`src/inc/pht_pkg.sv`:
```
// Constants shared by the pulse high-width timer: register map, mode fields,
// reset values and the count-source divider.
// Assumes a 32-bit AXI4-Lite bus with one aligned word per 8-bit register.
package pht_pkg;

  // Register indices; the byte address of each register is four times its index.
  localparam logic [7:0] PHT_IDX_MODE = 8'h23;  // Timer pair mode.
  localparam logic [7:0] PHT_IDX_PRE = 8'h24;   // Prescaler count.
  localparam logic [7:0] PHT_IDX_TMR = 8'h25;   // Timer count.
  localparam logic [7:0] PHT_IDX_IRQ_REQUEST_ONE = 8'h3c; // Interrupt request one.
  localparam logic [7:0] PHT_IDX_IRQ_REQUEST_TWO = 8'h3d; // Interrupt request two.
  localparam logic [7:0] PHT_IDX_IEN1 = 8'h3e;  // Interrupt enable one.
  localparam logic [7:0] PHT_IDX_IEN2 = 8'h3f;  // Interrupt enable two.

  // Byte addresses derived from the indices.
  localparam logic [7:0] PHT_ADDR_MODE = {PHT_IDX_MODE[5:0], 2'b00};
  localparam logic [7:0] PHT_ADDR_PRE = {PHT_IDX_PRE[5:0], 2'b00};
  localparam logic [7:0] PHT_ADDR_TMR = {PHT_IDX_TMR[5:0], 2'b00};
  localparam logic [7:0] PHT_ADDR_IRQ_REQUEST_ONE = {PHT_IDX_IRQ_REQUEST_ONE[5:0], 2'b00};
  localparam logic [7:0] PHT_ADDR_IRQ_REQUEST_TWO = {PHT_IDX_IRQ_REQUEST_TWO[5:0], 2'b00};
  localparam logic [7:0] PHT_ADDR_IEN1 = {PHT_IDX_IEN1[5:0], 2'b00};
  localparam logic [7:0] PHT_ADDR_IEN2 = {PHT_IDX_IEN2[5:0], 2'b00};

  // Mode register fields.
  localparam int PHT_MODE_OPM_LSB = 0;             // Two-bit operating mode.
  localparam int PHT_MODE_EDGE_BIT = 2;            // 0 measures high, 1 measures low.
  localparam int PHT_MODE_STOP_BIT = 3;            // 1 holds the count stopped.
  localparam logic [1:0] PHT_OPM_PULSE_WIDTH = 2'b11; // Pulse-width measurement.

  // Interrupt request and enable bit positions.
  localparam int PHT_IRQ_TMR_BIT = 0;  // Timer underflow, in request one.
  localparam int PHT_IRQ_PIN_BIT = 0;  // End of active level, in request two.

  // Reset values.
  localparam logic [7:0] PHT_MODE_RST = 8'h08;  // Timer mode, counting stopped.
  localparam logic [7:0] PHT_CNT_RST = 8'hff;   // Prescaler and timer.
  localparam logic [7:0] PHT_IRQ_RST = 8'h00;   // Requests and enables.

  // Count source: main clock divided by sixteen.
  localparam int PHT_DIV_RATIO = 16;
  localparam logic [3:0] PHT_DIV_LAST = 4'(PHT_DIV_RATIO - 1);

  // AXI responses.
  localparam logic [1:0] PHT_RESP_OKAY = 2'b00;
  localparam logic [1:0] PHT_RESP_SLVERR = 2'b10;

endpackage : pht_pkg

```
`src/verilog/pht_down_cnt.sv`:
```
// One 8-bit down counter with a reload latch, used for prescaler and timer.
// Assumes tick and load are one-cycle pulses in the MCLK domain.
`timescale 1ns/1ps
module pht_down_cnt
  import pht_pkg::*;
(
  input wire logic clk,
  input wire logic rst_n,
  input wire logic tick,
  input wire logic load,
  input wire logic [7:0] load_val,
  output logic [7:0] count,
  output logic under
);

  // Live count and the value that is reloaded at underflow.
  typedef struct packed {
    logic [7:0] cnt;
    logic [7:0] reload;
  } pht_cnt_state_t;

  pht_cnt_state_t q; // Registered state.
  pht_cnt_state_t d; // Next state.

  // Underflow is a tick that finds the count at zero.
  assign under = tick && (q.cnt == 8'h00);
  assign count = q.cnt;

  // A write loads both latch and count; otherwise a tick counts down or reloads.
  always_comb begin
    d = q;
    if (load) begin
      d.cnt = load_val;
      d.reload = load_val;
    end else if (tick) begin
      if (q.cnt == 8'h00) begin
        d.cnt = q.reload;
      end else begin
        d.cnt = q.cnt - 8'h01;
      end
    end
    if (!rst_n) begin
      d.cnt = PHT_CNT_RST;
      d.reload = PHT_CNT_RST;
    end
  end

  // Registers the state.
  always_ff @(posedge clk) begin
    q <= d;
  end

endmodule : pht_down_cnt

```
`src/verilog/pht_timer.sv`:
```
// Pulse high-width timer: divide-by-16 source, cascaded prescaler and timer,
// request and enable registers, all behind an AXI4-Lite slave.
// Assumes COUNTER_INPUT_PIN is already synchronous to MCLK.
//
// Function
// - Pulse-width mode counts only during the input level picked by edge select.
// - Underflow and active-level end raise request bits.
// - Count source is main clock divided by sixteen.
// - Prescaler and timer cascade into sixteen-bit down count.
// - Timer underflow sets its request bit automatically.
// - Stop bit zero counts, one holds stopped.
// - Edge select picks high or low width.
//
// Added by the designer: the AXI4-Lite register port.
`timescale 1ns/1ps
module pht_timer
  import pht_pkg::*;
(
  input wire logic MCLK,
  input wire logic RESET_N,
  input wire logic COUNTER_INPUT_PIN,
  input wire logic [7:0] AWADDR,
  input wire logic AWVALID,
  output logic AWREADY,
  input wire logic [31:0] WDATA,
  input wire logic [3:0] WSTRB,
  input wire logic WVALID,
  output logic WREADY,
  output logic [1:0] BRESP,
  output logic BVALID,
  input wire logic BREADY,
  input wire logic [7:0] ARADDR,
  input wire logic ARVALID,
  output logic ARREADY,
  output logic [31:0] RDATA,
  output logic [1:0] RRESP,
  output logic RVALID,
  input wire logic RREADY
);

  // Write and read channel states.
  typedef enum logic [1:0] {PHT_W_IDLE = 2'b00, PHT_W_RESP = 2'b01} pht_wst_t;
  typedef enum logic [1:0] {PHT_R_IDLE = 2'b00, PHT_R_RESP = 2'b01} pht_rst_t;

  // All state of the block apart from the two counters and the gap_q check counter.
  typedef struct packed {
    pht_wst_t wst;        // Write channel state.
    logic aw_full;        // Write address captured.
    logic [7:0] aw_addr;  // Captured write address.
    logic w_full;         // Write data captured.
    logic [7:0] w_data;   // Captured low data byte.
    logic w_lane0;        // Captured strobe of byte lane zero.
    logic awready;        // Address channel ready.
    logic wready;         // Data channel ready.
    logic bvalid;         // Write response valid.
    logic [1:0] bresp;    // Write response code.
    pht_rst_t rst;        // Read channel state.
    logic arready;        // Read address ready.
    logic rvalid;         // Read data valid.
    logic [31:0] rdata;   // Read data.
    logic [1:0] rresp;    // Read response code.
    logic [7:0] mode;     // Timer pair mode register.
    logic [7:0] irq_request_one;    // Interrupt request one.
    logic [7:0] irq_request_two;    // Interrupt request two.
    logic [7:0] ien1;     // Interrupt enable one.
    logic [7:0] ien2;     // Interrupt enable two.
    logic [3:0] div;      // Count-source divider.
    logic pin_q;          // Input level of the previous cycle.
  } pht_state_t;

  pht_state_t q; // Registered state.
  pht_state_t d; // Next state.

  logic [7:0] pre_cnt; // Live prescaler count.
  logic [7:0] tmr_cnt; // Live timer count.
  logic pre_under;     // Prescaler underflow pulse.
  logic tmr_under;     // Timer underflow pulse.
  logic pre_load;      // Software write to the prescaler.
  logic tmr_load;      // Software write to the timer.
  logic stop;          // Count stop bit.
  logic pw_mode;       // Pulse-width measurement mode selected.
  logic level_ok;      // Input is at the level being measured.
  logic div_tick;      // One pulse per sixteen running cycles.
  logic cnt_tick;      // Count-source pulse that reaches the prescaler.
  logic pin_end;       // The measured level has just ended.

  // Mode decoding and count gating.
  assign stop = q.mode[PHT_MODE_STOP_BIT];
  assign pw_mode = q.mode[PHT_MODE_OPM_LSB +: 2] == PHT_OPM_PULSE_WIDTH;
  // High width when the edge bit is zero, low width when it is one.
  assign level_ok = COUNTER_INPUT_PIN ^ q.mode[PHT_MODE_EDGE_BIT];
  assign div_tick = !stop && (q.div == PHT_DIV_LAST);
  // Outside pulse-width mode every source pulse counts; inside it only in the level.
  assign cnt_tick = div_tick && (!pw_mode || level_ok);
  // Previous cycle at the measured level, this one not.
  assign pin_end = pw_mode && (q.pin_q ^ q.mode[PHT_MODE_EDGE_BIT]) && !level_ok;

  // Prescaler, clocked by the divided source.
  pht_down_cnt u_pre (
    .clk(MCLK),
    .rst_n(RESET_N),
    .tick(cnt_tick),
    .load(pre_load),
    .load_val(q.w_data),
    .count(pre_cnt),
    .under(pre_under)
  );

  // Timer, clocked by prescaler underflow to form the sixteen-bit span.
  pht_down_cnt u_tmr (
    .clk(MCLK),
    .rst_n(RESET_N),
    .tick(pre_under),
    .load(tmr_load),
    .load_val(q.w_data),
    .count(tmr_cnt),
    .under(tmr_under)
  );

  // Bus slave, register writes, hardware flag setting and synchronous reset.
  always_comb begin
    d = q;
    pre_load = 1'b0;
    tmr_load = 1'b0;
    // Address and data are caught independently, in either order.
    if (AWVALID && q.awready) begin
      d.aw_full = 1'b1;
      d.aw_addr = AWADDR;
      d.awready = 1'b0;
    end
    if (WVALID && q.wready) begin
      d.w_full = 1'b1;
      d.w_data = WDATA[7:0];
      d.w_lane0 = WSTRB[0];
      d.wready = 1'b0;
    end
    case (q.wst)
      PHT_W_IDLE: begin
        // Both halves present: perform the write and answer.
        if (q.aw_full && q.w_full) begin
          d.aw_full = 1'b0;
          d.w_full = 1'b0;
          d.bvalid = 1'b1;
          d.bresp = PHT_RESP_OKAY;
          d.wst = PHT_W_RESP;
          if (q.aw_addr == PHT_ADDR_MODE) begin
            if (q.w_lane0) d.mode = q.w_data;
          end else if (q.aw_addr == PHT_ADDR_PRE) begin
            pre_load = q.w_lane0;
          end else if (q.aw_addr == PHT_ADDR_TMR) begin
            tmr_load = q.w_lane0;
          end else if (q.aw_addr == PHT_ADDR_IRQ_REQUEST_ONE) begin
            // Request bits clear by writing zero; a one leaves them alone.
            if (q.w_lane0) d.irq_request_one = q.irq_request_one & q.w_data;
          end else if (q.aw_addr == PHT_ADDR_IRQ_REQUEST_TWO) begin
            if (q.w_lane0) d.irq_request_two = q.irq_request_two & q.w_data;
          end else if (q.aw_addr == PHT_ADDR_IEN1) begin
            if (q.w_lane0) d.ien1 = q.w_data;
          end else if (q.aw_addr == PHT_ADDR_IEN2) begin
            if (q.w_lane0) d.ien2 = q.w_data;
          end else begin
            d.bresp = PHT_RESP_SLVERR;
          end
        end
      end
      PHT_W_RESP: begin
        // Response taken: reopen both channels.
        if (BREADY) begin
          d.bvalid = 1'b0;
          d.awready = 1'b1;
          d.wready = 1'b1;
          d.wst = PHT_W_IDLE;
        end
      end
      default: begin
        d.wst = PHT_W_IDLE;
      end
    endcase
    case (q.rst)
      PHT_R_IDLE: begin
        // Address taken: look it up and present data next cycle.
        if (ARVALID && q.arready) begin
          d.arready = 1'b0;
          d.rvalid = 1'b1;
          d.rresp = PHT_RESP_OKAY;
          d.rdata = 32'h0000_0000;
          d.rst = PHT_R_RESP;
          if (ARADDR == PHT_ADDR_MODE) begin
            d.rdata[7:0] = q.mode;
          end else if (ARADDR == PHT_ADDR_PRE) begin
            d.rdata[7:0] = pre_cnt;
          end else if (ARADDR == PHT_ADDR_TMR) begin
            d.rdata[7:0] = tmr_cnt;
          end else if (ARADDR == PHT_ADDR_IRQ_REQUEST_ONE) begin
            d.rdata[7:0] = q.irq_request_one;
          end else if (ARADDR == PHT_ADDR_IRQ_REQUEST_TWO) begin
            d.rdata[7:0] = q.irq_request_two;
          end else if (ARADDR == PHT_ADDR_IEN1) begin
            d.rdata[7:0] = q.ien1;
          end else if (ARADDR == PHT_ADDR_IEN2) begin
            d.rdata[7:0] = q.ien2;
          end else begin
            d.rresp = PHT_RESP_SLVERR;
          end
        end
      end
      PHT_R_RESP: begin
        // Data taken: ready for the next address.
        if (RREADY) begin
          d.rvalid = 1'b0;
          d.arready = 1'b1;
          d.rst = PHT_R_IDLE;
        end
      end
      default: begin
        d.rst = PHT_R_IDLE;
      end
    endcase
    // Divider runs only while counting is enabled, so a start is aligned.
    if (stop) begin
      d.div = 4'h0;
    end else begin
      d.div = q.div + 4'h1;
    end
    d.pin_q = COUNTER_INPUT_PIN;
    // Hardware sets come after the software clear, so a set always wins.
    if (tmr_under) d.irq_request_one[PHT_IRQ_TMR_BIT] = 1'b1;
    if (pin_end) d.irq_request_two[PHT_IRQ_PIN_BIT] = 1'b1;
    if (!RESET_N) begin
      d = '0;
      d.awready = 1'b1;
      d.wready = 1'b1;
      d.arready = 1'b1;
      d.mode = PHT_MODE_RST;
      d.irq_request_one = PHT_IRQ_RST;
      d.irq_request_two = PHT_IRQ_RST;
      d.ien1 = PHT_IRQ_RST;
      d.ien2 = PHT_IRQ_RST;
    end
  end

  // Registers the state.
  always_ff @(posedge MCLK) begin
    q <= d;
  end

  // Bus outputs come straight from state flip-flops.
  assign AWREADY = q.awready;
  assign WREADY = q.wready;
  assign BVALID = q.bvalid;
  assign BRESP = q.bresp;
  assign ARREADY = q.arready;
  assign RVALID = q.rvalid;
  assign RDATA = q.rdata;
  assign RRESP = q.rresp;

  // Cycles since the divider last restarted, watched by a check below.
  logic [4:0] gap_q;
  always_ff @(posedge MCLK) begin
    if (!RESET_N || stop || div_tick) begin
      gap_q <= 5'h00;
    end else begin
      gap_q <= gap_q + 5'h01;
    end
  end
endmodule : pht_timer

```
`config.mk`:
```
export PLATFORM = sky130hd
export DESIGN_NAME = pht_timer
export DESIGN_NICKNAME = d
export VERILOG_FILES = /design/src/inc/pht_pkg.sv /design/src/verilog/pht_down_cnt.sv /design/src/verilog/pht_timer.sv
export SDC_FILE = /design/constraint.sdc
export NUM_CORES = 1
export LEC_CHECK = 0
export CAP_MARGIN = 20
export CELL_PAD_IN_SITES_DETAIL_PLACEMENT = 0
export CELL_PAD_IN_SITES_GLOBAL_PLACEMENT = 1
export CORE_UTILIZATION = 25
export DETAILED_ROUTE_END_ITERATION = 7
export DONT_BUFFER_PORTS = 1
export PLACE_DENSITY_LB_ADDON = 0.05
export SKIP_LAST_GASP = 1
export SYNTH_ARGS = -nofsm -noshare
export SYNTH_HDL_FRONTEND = slang
export SYNTH_SLANG_ARGS = --single-unit
```
`constraint.sdc`:
```
create_clock -name MCLK -period 4.6 [get_ports MCLK]
set_clock_uncertainty 0.2 [all_clocks]
set_input_delay 0.92 -clock MCLK [delete_from_list [all_inputs] [get_ports MCLK]]
set_output_delay 0.92 -clock MCLK [all_outputs]
set_load 0.03 [all_outputs]
```
==> out/qor.txt <==
first-pass GRT wire length: 24500 µm
Worst slew margin: 29.2%
final period utilization: 58.2%
crit-path max FO: 11
Syn Inst Count: 618
initial antenna violation count: 0
share of layout cells above drive strength 1: 10.3%
DR WL met2: 7370 µm
synthesized area: 5510 µm²
post-synthesis sequential area ratio: 41.0%
Mean Syn Cell Area: 8.92 µm²
area delta synth->final: 11.5%
Arr. time, crit path: 2810 ps
Clock Tree Root: clkbuf_16
Worst Path Buf+Inv: 1
CTS max path bufs: 2
post-CTS sizing: 0
Post-synth EDFFs: 0
Min-Delay Endpoint: q[28]
VDD IR max: 0.190 mV
reg2reg setup slack: 1920 ps
# setup viols final: 0
leak pwr: 2.51 nW
Fin Setup TNS: 0 ps
Crit. End Element: flip-flop
total global routing overflow: 0
Reg-to-Reg Start: u_pre.count[0]
final hold vios: 0
max-cap violations: 0
clock latency on the worst-skew pair: 410 ps
#FFs+latches synth: 113
residual DRC count: 0
WP data required: 4740 ps
die width: 150 µm
H-tree Lvls: 4
Fin Hold WS: 245 ps
Crit path largest cell delay: 640 ps
delay-heaviest family, CP: simple AND/OR/NAND/NOR gates
design area: 6150 µm²
CTS Sinks: 113
CTS clk-pin slew, worst paths: 60 ps
actual slew at the worst max-slew pin: 1050 ps
fmax: 373 MHz
port buffer count: 0
ANT nets after route: 0
reg2reg end: u_tmr.count[3]
# nets final: 655
R2R depth: 7
Met1 Routed Length: 7770 µm
Multi-input gate area: 2870 µm²
fin. max-slew vios: 0
Ports: 101
Setup Fix Bufs, Post-CTS: 0
overall power: 2.54 mW
DP HPWL: 10700 µm
Hold Path Depth: 1
placed cell area: 5530 µm²
post-layout min period: 2680 ps
Starting Density: 25.9%
hold crit path type: flip-flop to flip-flop
pwr dens: 413 nW/µm²
vias in the first global route: 4161
slowest stage cell, crit path: nor3_2
die area: 22600 µm²
antenna cell count: 0
Synth cell types: 67
gp weighted congestion: 0.736
CTS Hold Buffers Added: 0
core area: 21300 µm²
largest net degree at the start of global routing: 103
CP Cell Sequence: inv_1 > ha_1 > nor3b_1 > nand2_1 > nor3_2 > o211ai_1 > a41oi_1
Seq. cell area: 2260 µm²
met3 WL post-DR: 445 µm
Critical Path Source Type: flip-flop
Pre-antenna DRT Iters: 4
YS warnings: 0
Min-Delay Startpoint: q[28]
RSZ-0062 raised after global routing: false
dpl ws: 1870 ps
row count: 53
Fillers: 2239
CTS tree: done
worst setup margin: 1920 ps
ys async rst share: 0%
Die Ht: 150 µm
vias per cell: 4.78
Initial DRC Count: 181
final wirelength: 15900 µm
DR top layer: met4
DR vias: 4200
top_reg_cell synth: dfxtp_1
Routed wire per std cell: 18.1 µm
TritonCTS buffer count: 17
GRT Resource Usage Total: 14.8%
CP Class: flip-flop to flip-flop
WP depth: 7
status: finished clean
logic make-up (layout without fill, tap and decap cells):
logic type               count (synthesis)  count (layout)  share of synthesized area [%]
AO/OA/AOI/OAI                          154             154                           19.8
XOR/XNOR                                 5               5                          0.795
adder cells (fa/ha/maj)                  5               5                           1.13
buffers and inverters                   84              44                           8.62
flip-flops                             113             113                           41.0
multiplexers                            35              35                           8.35
other                                    1              26                         0.0680
AND/OR/NAND/NOR                        221             221                           20.2
worst reg2reg max path, delay by kind of cell (launching register included):
kind / cells / cell delay (ps)
buf+inv: 1 / 100
simple gates: 3 / 1380
compound gates: 2 / 400
flops: 1 / 370
fa+ha+maj: 1 / 140
state kept, by name, summed over array words and instances, names as in the netlist:
signal / cells
u_pre.q: 8
AWREADY: 1
WREADY: 1
q: 66
u_tmr.q: 8
BVALID: 1
BRESP: 1
RVALID: 1
u_pre.count: 8
RDATA: 8
u_tmr.count: 8
RRESP: 1
ARREADY: 1
how the worst max path moves through the flow:
stage	end	slack [ps]	from
2_1_floorplan	RDATA[0]	2230	ARADDR[3]
6_report	u_tmr.count[3]	1920	u_pre.count[0]
4_1_cts	u_tmr.count[3]	1840	u_pre.count[0]
3_5_place_dp	RDATA[0]	1870	ARADDR[4]
5_1_grt	u_tmr.count[1]	1740	u_pre.count[0]
3_3_place_gp	u_tmr.count[3]	1880	u_pre.count[0]
layer usage:
layer | global-route usage (%) | vias up
met5 | 0 | -
met1 | 19.5 | 2021
li1 | - | 2074
met2 | 23.5 | 85
met4 | 5.81 | 0
met3 | 3.24 | 20
synthesized netlist by cell type, types with 10 or more instances:
cell type	count	share of area [%]
buf_4	37	5.0
mux2i_1	19	3.4
o211a_1	17	3.1
a21oi_1	26	2.4
nor2_1	34	2.3
nor2b_1	18	2.0
o21ai_0	24	2.2
inv_1	10	0.68
buf_2	11	1.0
dfxtp_1	113	41
nand2_1	95	6.5
a21boi_0	32	4.4
clkbuf_1	25	1.7
nand3_1	22	2.0
stage by stage:
step | utilization (%) | std cells
3_3_place_gp | 26.0 | 846
5_1_grt | 28.9 | 878
4_1_cts | 28.9 | 878
2_1_floorplan | - | 643
3_5_place_dp | 26.0 | 846
6_report | 28.9 | 878
where the power goes:
part / internal, mW / leakage (nW) / total, mW / switching (mW)
Combinational: 0.0335 / 1.29 / 0.0967 / 0.0632
Clock: 0.875 / 0.294 / 1.38 / 0.510
Sequential: 1.00 / 0.918 / 1.06 / 0.0558
cell usage in the layout, fill, tap and decap left out, types with 10 or more instances in the layout:
| cell | instances |
|---|---|
| clkbuf_16 | 17 |
| a21oi_1 | 26 |
| nor2b_1 | 18 |
| nand3_1 | 22 |
| a21boi_0 | 32 |
| o21ai_0 | 24 |
| inv_1 | 10 |
| conb_1 | 26 |
| o211a_1 | 17 |
| nand2_1 | 95 |
| nor2_1 | 34 |
| mux2i_1 | 19 |
| dfxtp_1 | 113 |
area by class of cell:
| type | count | share of cell area [%] |
|---|---|---|
| clock inverters | 14 | 2.91 |
| multi-input cells | 446 | 46.7 |
| flip-flops and latches | 113 | 36.8 |
| repair buffers | 2 | 0.244 |
| clock buffers | 18 | 7.15 |
| well taps | 275 | 5.60 |
| inverters | 10 | 0.611 |
Note: power is estimated with default switching activity, not from simulation.
